$ cat src/hw/cal_seq_defs.vh
// constants for the calibration command sequencer
`ifndef CAL_SEQ_DEFS_VH
`define CAL_SEQ_DEFS_VH
// command codes delivered by the frame parser
`define CMD_CAL_BEGIN_DONE 4'h0
`define CMD_CAL_ESCAPE     4'h1
`define CMD_POLY_OPEN      4'h2
`define CMD_POLY_COEF      4'h3
`define CMD_POLY_CLOSE     4'h4
`define CMD_MVV5_START     4'h5
`define CMD_MVV_MASS       4'h6
`define CMD_MVV_VOLT       4'h7
`define CMD_MASS_MODE      4'h8
`define CMD_MASS_POINT     4'h9
`define CMD_SHUNT_CAL      4'ha
`define CMD_ENC_VIEW       4'hb
`define CMD_ENC_SET        4'hc
`define CMD_OTHER_CAL      4'hd
`define CMD_NON_CAL        4'he
// acknowledgment codes
`define ACK_OK             4'h0
`define ACK_REJECT         4'h1
`define ACK_PROMPT         4'h2
`define ACK_READING        4'h3
`define ACK_DONE           4'h4
`define ACK_CANCEL         4'h5
`define ACK_ENCODER        4'h6
// calibration methods reported on commit
`define METH_POLY          2'h0
`define METH_MVV5          2'h1
`define METH_MASS          2'h2
`define METH_SHUNT         2'h3
// limits and staging slots
`define MAX_DEGREE         3'h5
`define MVV_POINTS         3'h5
`define SLOT_VOLT_BASE     4'h5
`define SLOT_SHUNT_FACTOR  4'ha
`define SLOT_SHUNT_READ    4'hb
// reading window: time in ms and clock rate in kHz
`define READ_TIME_MS       10000
`define CLK_KHZ            50000
`define READ_CYCLES        (`READ_TIME_MS * `CLK_KHZ)
`define SAMPLE_SHIFT       6
`define ENC_CPI_RESET      32'h00005dc0
`endif

$ cat src/hw/load_cell_cal_command_sequencer.v
// sequencer for remote calibration subcommands of a force indicator
`timescale 1ns/1ps
// Notes on behaviour
// [RULE_01] polynomial opening accepted only inside an open calibration session
// [RULE_02] polynomial degree must be 0..5, otherwise rejected
// [RULE_03] coefficient entry carries index 0..5 and its value
// [RULE_04] coefficients in ascending order from zero; after last, prompt for closing command
// [RULE_05] closing polynomial command starts 10 s shunt reading, then reports completion
// [RULE_06] mass/mV-per-V entries need session and five-point start accepted
// [RULE_07] mass then mV-per-V per point, alternating up to point five
// [RULE_08] after point five, mass entry index 0 finishes with shunt check
// [RULE_09] escape abandons session, calibration data left untouched
// [RULE_10] mass mode selects two- or five-point, then prompts point 1
// [RULE_11] mass points need session and mass mode accepted
// [RULE_12] each mass point averages 10 s of load cell readings
// [RULE_13] point n+1 only after point n finished; prompt next point
// [RULE_14] mass point 0 completes and stores the shunt measurement
// [RULE_15] shunt factor command acts only within a session
// [RULE_16] encoder view returns stored counts-per-inch constant
// [RULE_17] encoder set replaces the constant and acknowledges new value
// [RULE_18] non-calibration command during a session cancels it
// [RULE_19] commands need our address; acknowledgments carry our address
// [RULE_20] out-of-sequence command leaves state unchanged, nothing calibrated
`include "cal_seq_defs.vh"
module load_cell_cal_command_sequencer #(
   parameter READ_CYCLES = `READ_CYCLES
)(
   input  wire        ref_clk,
   input  wire        rst,
   input  wire [7:0]  unit_addr,
   input  wire        cmd_valid,
   input  wire [7:0]  cmd_addr,
   input  wire [3:0]  cmd_code,
   input  wire [3:0]  cmd_index,
   input  wire [31:0] cmd_value,
   input  wire [23:0] adc_data,
   input  wire [3:0]  stage_rd_idx,
   output reg         ack_valid,
   output reg  [7:0]  ack_addr,
   output reg  [3:0]  ack_code,
   output reg  [31:0] ack_value,
   output reg         cal_active,
   output reg         reading_busy,
   output reg         cal_commit,
   output reg  [1:0]  cal_method,
   output reg  [2:0]  cal_points,
   output reg  [31:0] enc_cpi,
   output reg  [31:0] stage_rd_data
);
   localparam [5:0] ST_IDLE  = 6'h01;
   localparam [5:0] ST_POLY  = 6'h02;
   localparam [5:0] ST_MVV   = 6'h04;
   localparam [5:0] ST_MASS  = 6'h08;
   localparam [5:0] ST_READ  = 6'h10;
   localparam [5:0] ST_SHUNT = 6'h20;
   localparam [31:0] TICK_CYCLES = READ_CYCLES >> `SAMPLE_SHIFT;
   localparam [6:0]  NSAMPLES    = 7'h40;

   reg [31:0] stage_mem [0:15];
   reg [5:0]  state_reg;
   reg [2:0]  degree_reg;
   reg [3:0]  next_idx_reg;
   reg        want_volt_reg;
   reg [2:0]  pts_total_reg;
   reg [31:0] tick_reg;
   reg [6:0]  nsamp_reg;
   reg [29:0] sum_reg;
   reg [1:0]  method_reg;

   wire       cmd_ours = cmd_valid && (cmd_addr == unit_addr); // [RULE_19]
   wire       tick     = (tick_reg == TICK_CYCLES - 32'h1);
   wire       win_end  = tick && (nsamp_reg == NSAMPLES - 7'h1);
   wire [29:0] sum_nxt = sum_reg + {6'h00, adc_data};

   // true when the command belongs to the calibration family
   function is_cal;
      input [3:0] code;
      begin
         is_cal = (code != `CMD_NON_CAL);
      end
   endfunction

   // staging read port
   always @(posedge ref_clk)
   begin
      if (rst)
         stage_rd_data <= 32'h00000000;
      else
         stage_rd_data <= stage_mem[stage_rd_idx];
   end

   // command sequencing, reading windows and acknowledgments
   always @(posedge ref_clk)
   begin
      if (rst)
      begin
         state_reg     <= ST_IDLE;
         cal_active    <= 1'b0;
         degree_reg    <= 3'h0;
         next_idx_reg  <= 4'h0;
         want_volt_reg <= 1'b0;
         pts_total_reg <= 3'h0;
         tick_reg      <= 32'h00000000;
         nsamp_reg     <= 7'h00;
         sum_reg       <= 30'h00000000;
         method_reg    <= `METH_POLY;
         ack_valid     <= 1'b0;
         ack_addr      <= 8'h00;
         ack_code      <= `ACK_OK;
         ack_value     <= 32'h00000000;
         reading_busy  <= 1'b0;
         cal_commit    <= 1'b0;
         cal_method    <= `METH_POLY;
         cal_points    <= 3'h0;
         enc_cpi       <= `ENC_CPI_RESET;
      end
      else
      begin
         ack_valid  <= 1'b0;
         cal_commit <= 1'b0;
         ack_addr   <= unit_addr; // [RULE_19]
         // averaging window: one sample per tick, 64 samples in 10 s
         if (state_reg == ST_READ || state_reg == ST_SHUNT)
         begin
            tick_reg <= tick ? 32'h00000000 : tick_reg + 32'h1;
            if (tick)
            begin
               sum_reg   <= sum_nxt;
               nsamp_reg <= nsamp_reg + 7'h1;
            end
         end
         if (cmd_ours && cal_active && !is_cal(cmd_code))
         begin
            // foreign command aborts the session
            state_reg    <= ST_IDLE; // [RULE_18]
            cal_active   <= 1'b0;
            reading_busy <= 1'b0;
            ack_valid    <= 1'b1;
            ack_code     <= `ACK_CANCEL;
            ack_value    <= 32'h00000000;
         end
         else if (cmd_ours && cmd_code == `CMD_CAL_ESCAPE)
         begin
            // staged values are simply never committed
            ack_valid <= 1'b1;
            ack_value <= 32'h00000000;
            if (cal_active)
            begin
               state_reg    <= ST_IDLE; // [RULE_09]
               cal_active   <= 1'b0;
               reading_busy <= 1'b0;
               ack_code     <= `ACK_CANCEL;
            end
            else
            begin
               ack_code  <= `ACK_REJECT; // [RULE_20]
               ack_value <= {28'h0, cmd_code};
            end
         end
         // window completion wins over an encoder command in its last cycle
         else if (cmd_ours && cmd_code == `CMD_ENC_VIEW && !(reading_busy && win_end))
         begin
            ack_valid <= 1'b1;
            ack_code  <= `ACK_ENCODER;
            ack_value <= enc_cpi; // [RULE_16]
         end
         else if (cmd_ours && cmd_code == `CMD_ENC_SET && !(reading_busy && win_end))
         begin
            enc_cpi   <= cmd_value; // [RULE_17]
            ack_valid <= 1'b1;
            ack_code  <= `ACK_ENCODER;
            ack_value <= cmd_value;
         end
         else if (state_reg == ST_READ && win_end)
         begin
            // point reading finished, store the average
            stage_mem[`SLOT_VOLT_BASE + next_idx_reg - 4'h1] <= {8'h00, sum_nxt[29:6]}; // [RULE_12]
            state_reg    <= ST_MASS;
            reading_busy <= 1'b0;
            ack_valid    <= 1'b1;
            ack_code     <= `ACK_PROMPT; // [RULE_13]
            ack_value    <= (next_idx_reg == {1'b0, pts_total_reg}) ? 32'h0 : {28'h0, next_idx_reg + 4'h1};
            next_idx_reg <= next_idx_reg + 4'h1;
         end
         else if (state_reg == ST_SHUNT && win_end)
         begin
            // shunt reading finished: commit and report
            stage_mem[`SLOT_SHUNT_READ] <= {8'h00, sum_nxt[29:6]}; // [RULE_14]
            state_reg    <= ST_IDLE;
            cal_active   <= 1'b0;
            reading_busy <= 1'b0;
            cal_commit   <= 1'b1; // [RULE_05]
            cal_method   <= method_reg;
            cal_points   <= pts_total_reg;
            ack_valid    <= 1'b1;
            ack_code     <= `ACK_DONE;
            ack_value    <= {30'h0, method_reg};
         end
         else if (cmd_ours)
         begin
            // default answer is a refusal with no state change
            ack_valid <= 1'b1;
            ack_code  <= `ACK_REJECT; // [RULE_20]
            ack_value <= {28'h0, cmd_code};
            case (cmd_code)
               `CMD_CAL_BEGIN_DONE:
                  if (state_reg == ST_IDLE)
                  begin
                     cal_active <= 1'b1;
                     ack_code   <= `ACK_OK;
                  end
               `CMD_POLY_OPEN:
                  if (cal_active && state_reg == ST_IDLE // [RULE_01]
                      && cmd_index <= {1'b0, `MAX_DEGREE}) // [RULE_02]
                  begin
                     state_reg    <= ST_POLY;
                     degree_reg   <= cmd_index[2:0];
                     next_idx_reg <= 4'h0;
                     ack_code     <= `ACK_PROMPT;
                     ack_value    <= 32'h0;
                  end
               `CMD_POLY_COEF:
                  if (state_reg == ST_POLY && cmd_index == next_idx_reg
                      && next_idx_reg <= {1'b0, degree_reg}) // [RULE_03]
                  begin
                     stage_mem[cmd_index] <= cmd_value;
                     next_idx_reg <= next_idx_reg + 4'h1; // [RULE_04]
                     ack_code     <= `ACK_PROMPT;
                     ack_value    <= (next_idx_reg == {1'b0, degree_reg}) ? 32'h0 : {28'h0, next_idx_reg + 4'h1};
                  end
               `CMD_POLY_CLOSE:
                  if (state_reg == ST_POLY && next_idx_reg == {1'b0, degree_reg} + 4'h1)
                  begin
                     state_reg     <= ST_SHUNT; // [RULE_05]
                     method_reg    <= `METH_POLY;
                     pts_total_reg <= degree_reg;
                     reading_busy  <= 1'b1;
                     tick_reg      <= 32'h0;
                     nsamp_reg     <= 7'h0;
                     sum_reg       <= 30'h0;
                     ack_code      <= `ACK_READING;
                  end
               `CMD_MVV5_START:
                  if (cal_active && state_reg == ST_IDLE)
                  begin
                     state_reg     <= ST_MVV;
                     next_idx_reg  <= 4'h1;
                     want_volt_reg <= 1'b0;
                     ack_code      <= `ACK_PROMPT;
                     ack_value     <= 32'h1;
                  end
               `CMD_MVV_MASS:
                  if (state_reg == ST_MVV && !want_volt_reg) // [RULE_06]
                  begin
                     if (cmd_index == 4'h0 && next_idx_reg == {1'b0, `MVV_POINTS} + 4'h1)
                     begin
                        state_reg     <= ST_SHUNT; // [RULE_08]
                        method_reg    <= `METH_MVV5;
                        pts_total_reg <= `MVV_POINTS;
                        reading_busy  <= 1'b1;
                        tick_reg      <= 32'h0;
                        nsamp_reg     <= 7'h0;
                        sum_reg       <= 30'h0;
                        ack_code      <= `ACK_READING;
                     end
                     else if (cmd_index == next_idx_reg && cmd_index != 4'h0
                              && next_idx_reg <= {1'b0, `MVV_POINTS})
                     begin
                        stage_mem[cmd_index - 4'h1] <= cmd_value;
                        want_volt_reg <= 1'b1; // [RULE_07]
                        ack_code      <= `ACK_PROMPT;
                        ack_value     <= {28'h0, cmd_index};
                     end
                  end
               `CMD_MVV_VOLT:
                  if (state_reg == ST_MVV && want_volt_reg && cmd_index == next_idx_reg) // [RULE_07]
                  begin
                     stage_mem[`SLOT_VOLT_BASE + cmd_index - 4'h1] <= cmd_value;
                     want_volt_reg <= 1'b0;
                     next_idx_reg  <= next_idx_reg + 4'h1;
                     ack_code      <= `ACK_PROMPT;
                     ack_value     <= (next_idx_reg == {1'b0, `MVV_POINTS}) ? 32'h0 : {28'h0, next_idx_reg + 4'h1};
                  end
               `CMD_MASS_MODE:
                  if (cal_active && state_reg == ST_IDLE && (cmd_index == 4'h2 || cmd_index == 4'h5))
                  begin
                     state_reg     <= ST_MASS; // [RULE_10]
                     pts_total_reg <= cmd_index[2:0];
                     next_idx_reg  <= 4'h1;
                     ack_code      <= `ACK_PROMPT;
                     ack_value     <= 32'h1;
                  end
               `CMD_MASS_POINT:
                  if (state_reg == ST_MASS) // [RULE_11]
                  begin
                     if (cmd_index == 4'h0 && next_idx_reg == {1'b0, pts_total_reg} + 4'h1)
                     begin
                        state_reg    <= ST_SHUNT; // [RULE_14]
                        method_reg   <= `METH_MASS;
                        reading_busy <= 1'b1;
                        tick_reg     <= 32'h0;
                        nsamp_reg    <= 7'h0;
                        sum_reg      <= 30'h0;
                        ack_code     <= `ACK_READING;
                     end
                     else if (cmd_index == next_idx_reg && cmd_index != 4'h0
                              && next_idx_reg <= {1'b0, pts_total_reg}) // [RULE_13]
                     begin
                        stage_mem[cmd_index - 4'h1] <= cmd_value;
                        state_reg    <= ST_READ; // [RULE_12]
                        reading_busy <= 1'b1;
                        tick_reg     <= 32'h0;
                        nsamp_reg    <= 7'h0;
                        sum_reg      <= 30'h0;
                        ack_code     <= `ACK_READING;
                        ack_value    <= {28'h0, cmd_index};
                     end
                  end
               `CMD_SHUNT_CAL:
                  if (cal_active && state_reg == ST_IDLE) // [RULE_15]
                  begin
                     stage_mem[`SLOT_SHUNT_FACTOR] <= cmd_value;
                     state_reg     <= ST_SHUNT;
                     method_reg    <= `METH_SHUNT;
                     pts_total_reg <= 3'h0;
                     reading_busy  <= 1'b1;
                     tick_reg      <= 32'h0;
                     nsamp_reg     <= 7'h0;
                     sum_reg       <= 30'h0;
                     ack_code      <= `ACK_READING;
                  end
               default:
                  ack_code <= `ACK_REJECT;
            endcase
         end
      end
   end
endmodule

$ cat config.mk
export PLATFORM = sky130hd
export DESIGN_NAME = load_cell_cal_command_sequencer
export DESIGN_NICKNAME = d
export VERILOG_FILES = /design/src/hw/load_cell_cal_command_sequencer.v
export VERILOG_INCLUDE_DIRS = /design/src /design/src/hw
export SDC_FILE = /design/constraint.sdc
export NUM_CORES = 1
export LEC_CHECK = 0
export BUFFER_PORTS_ARGS = -buffer_cell sky130_fd_sc_hd__buf_2
export CORE_MARGIN = 3
export CORE_UTILIZATION = 65
export CTS_BUF_LIST = sky130_fd_sc_hd__clkbuf_4 sky130_fd_sc_hd__clkbuf_8
export DETAILED_ROUTE_END_ITERATION = 16
export PLACE_DENSITY = 0.88
export RECOVER_POWER = 25
export SETUP_SLACK_MARGIN = 0.02
export SYNTH_ARGS = -nofsm -noshare
export SYNTH_HDL_FRONTEND = slang
export SYNTH_SLANG_ARGS = --single-unit
$ cat constraint.sdc
create_clock -name ref_clk -period 15.2 [get_ports ref_clk]
set_input_delay 0 -clock ref_clk [delete_from_list [all_inputs] [get_ports ref_clk]]
set_output_delay 0 -clock ref_clk [all_outputs]
set_load 0.02 [all_outputs]
==> reports/qor.yml <==
placed_design:
  placed_area_um2: 32500
  port_buffers: 202
  dp.cells: 2964
  hpwl_um: 55500
  dp_slack_ns: 9.66
  gp_congestion: 0.981
global_routing:
  grtUsageTotal: 0.342
  grt_max_degree: 85
  grt_antenna_before_repair: 2
  grt-ovfl-total: 0
  grt_pass1_vias: 21400
  grt_pass1_wl_um: 129000
hold_path:
  hold_path.class: "primary input to register"
  whs_endpoint: "sum_reg[10]$_SDFF_PP0_"
  hold_depth: 5
  worstHoldStart: "adc_data[10]"
sta:
  slew_headroom: -1.16
  holdWs_ns: 0.0559
  fin_tns_setup_ns: 0
  rsz0062_at_grt: "false"
  period_needed_ns: 7.04
  post-route-worst-setup-slack_ns: 8.16
  max_freq_mhz: 142
  fin_crit_sh: 0.463
  hold_viol: 0
  setup_violations: 0
  tightestPinTransition_ns: 3.24
  drv_slew: 279
  clock_skew_ns: 0.0348
pwr:
  swShare: 0.225
  p_int_mw: 3.04
  p_leak_nw: 11.8
  p_seq_frac: 0.532
  comb_power_share: 0.052
  switching_power_mw: 0.883
  pwr-share-clk: 0.416
  pwr_density_cell_nw_per_um2: 111
  ir_worst_vdd_uv: 83.6
yosys:
  synth_nets: 2381
  ys_types: 83
  synth_flop_cell: "edfxtp_1"
  synth_edf_count: 504
  ys_ff_latch: 716
  ys_warn_count: 0
  synth.avg_cell_area_um2: 13.7
  synthCells: 2249
  ys_seq_area_frac: 0.628
  syn-cell-area_um2: 30900
  synthArstFlopShare: 0
worst_setup_path:
  crit_type: "register to register"
  cp.required_ns: 15.50
  r2r_slack_ns: 8.16
  crit_arrival_ns: 7.35
  r2r-end: "stage_mem[11][10]$_DFFE_PP_"
  cp_cell_sequence: "or4b_1 -> or4_1 -> nor4_1 -> or3_1 -> clkbuf_1 -> a32oi_1 -> o32ai_4 -> o21ai_2 -> or2_1 -> buf_4 -> nand2_1"
  end_kind: "register"
  worstReg2RegStart: "tick_reg[9]$_SDFF_PP0_"
  worst_r2r_path_depth: 11
  cp-start-kind: "register"
  crit_cells: 11
  cpPeakStageDelay_ns: 1.34
  critical_path_buf_inv_count: 2
  crit_fanout: 33
  cp_slowest_cell: "clkbuf_1"
  crit_family: "simple AND/OR/NAND/NOR gates"
cts:
  cts_resized: 0
  clock_latency_ns: 0.71
  cts_sinks: 716
  path_clk_slew_ns: 0.07
  clockBufferDepth: 3
  cts_inserted_buffers: 105
  cts-htree-levels: 3
  root_buffer: "clkbuf_8"
  cts_tree: "done"
die:
  die_x_um: 224
  core_area_um2: 46800
  die_y_um: 224
  row_count: 79
  initial_core_util: 0.660
  ios: 204
  die_area_um2: 50100
routing:
  routedWlPerCell_um: 26.4
  first_pass_iters: 8
  drc: 0
  vias: 21300
  drtIter0Drc: 2420
  antenna_left: 0
  viasPerCell: 6.61
  wl_um: 85200
job:
  max_cap_viol_count: 7
finish:
  stdcell_count: 3226
  top_register: "stage_mem"
  final_cell_area_um2: 35200
  drive_gt1_frac: 0.186
  area_growth_pct: 13.9
  fin_nets: 2659
  largest_reg_flops: 512
outcome:
  status: "finished, violations left"
  failed_checks: "capacitance limit, slew limit"
[cell type report]
cell class              instances  area, um2
well taps                     607        759
clock buffers                 161       1950
repair buffers                289       1660
inverters                      41        154
diodes                          1       2.50
flip-flops and latches        716      19400
clock inverters                37        294
fillers                      2705      11600
multi-input cells            1374      11000
[power by group through the flow]
stage | sequential (mW) | combinational [mW] | clock, mW
2_1_floorplan | 2.14 | 0.110 | 0
3_3_place_gp | 2.13 | 0.183 | 0
3_5_place_dp | 2.13 | 0.190 | 0
4_1_cts | 2.08 | 0.204 | 1.63
5_1_grt | 2.08 | 0.217 | 1.71
6_report | 2.08 | 0.205 | 1.63
[logic make-up after synthesis]
kind of cell               count (synthesis)  synth area share
buffers and inverters                    159            0.0203
AOI/OAI and AO/OA                        362            0.0765
other                                      1          0.000121
adders and majority gates                 45            0.0185
muxes                                    190             0.127
xor gates and xnor gates                  81            0.0230
and+or+nand+nor                          695             0.107
DFF                                      716             0.628
[tightest hold or removal path, cell delays in order]
cell,delay (ns)
buf_2,0.12
ha_1,0.26
xnor2_1,0.17
nand2_1,0.09
a21oi_1,0.05
[worst max path at each step]
stage | startpoint | slack (ns) | end
2_1_floorplan | next_idx_reg[2]$_SDFFE_PP0P_ | 9.74 | stage_mem[10][0]$_DFFE_PP_
3_3_place_gp | tick_reg[9]$_SDFF_PP0_ | 9.96 | stage_mem[11][20]$_DFFE_PP_
3_5_place_dp | next_idx_reg[2]$_SDFFE_PP0P_ | 9.66 | stage_mem[11][0]$_DFFE_PP_
4_1_cts | next_idx_reg[2]$_SDFFE_PP0P_ | 9.64 | stage_mem[11][10]$_DFFE_PP_
5_1_grt | rst | 7.92 | tick_reg[25]$_SDFF_PP0_
6_report | tick_reg[9]$_SDFF_PP0_ | 8.16 | stage_mem[11][10]$_DFFE_PP_
[routing by layer]
layer,vias to the layer above,global-route usage,routed length (um)
met5,-,0,20
met4,2,0.142,3470
met3,261,0.0706,8620
met2,1395,0.550,41100
met1,10500,0.465,32000
li1,9143,-,-
[synth_stat cells (all sizes together), types with 12 or more instances]
cell type	number	area share
o21ai	56	0.0092
ha	44	0.018
a22oi	29	0.0071
mux4	160	0.12
a211oi	14	0.0034
a21o	16	0.0039
nand4	36	0.0073
and3	14	0.0028
nor3	35	0.0062
nor4	16	0.0039
mux2i	27	0.0088
nand2b	12	0.0024
o22ai	12	0.0024
nor2b	62	0.013
clkbuf	96	0.012
buf	22	0.0036
nor2	166	0.020
nand3	26	0.0042
dfxtp	212	0.14
inv	41	0.0050
nand2	266	0.032
edfxtp	504	0.49
xnor2	31	0.0088
xor2	50	0.014
a22o	12	0.0034
a21oi	133	0.022
a31oi	14	0.0028
[repair_timing]
item / in CTS / in global routing
endpoints found under the hold margin: 361 / 0
buffers inserted: 0 / 0
hold buffers: 63 / 0
[per-stage QoR]
stage,util,power (mW)
6_report,0.752,3.92
5_1_grt,0.752,4.02
4_1_cts,0.757,3.92
2_1_floorplan,-,2.25
3_3_place_gp,0.695,2.31
3_5_place_dp,0.695,2.32
[cells in the final DEF, fill, tap and decap left out, drive strengths merged, types with 43 or more instances in the layout]
master,count
a21oi,133
buf,101
clkbuf,286
dfxtp,212
dlygate4sd3,63
edfxtp,504
ha,44
inv,43
mux4,160
nand2,266
nor2,166
nor2b,62
o21ai,56
xor2,50
Note: power is estimated with default switching activity, not from simulation.
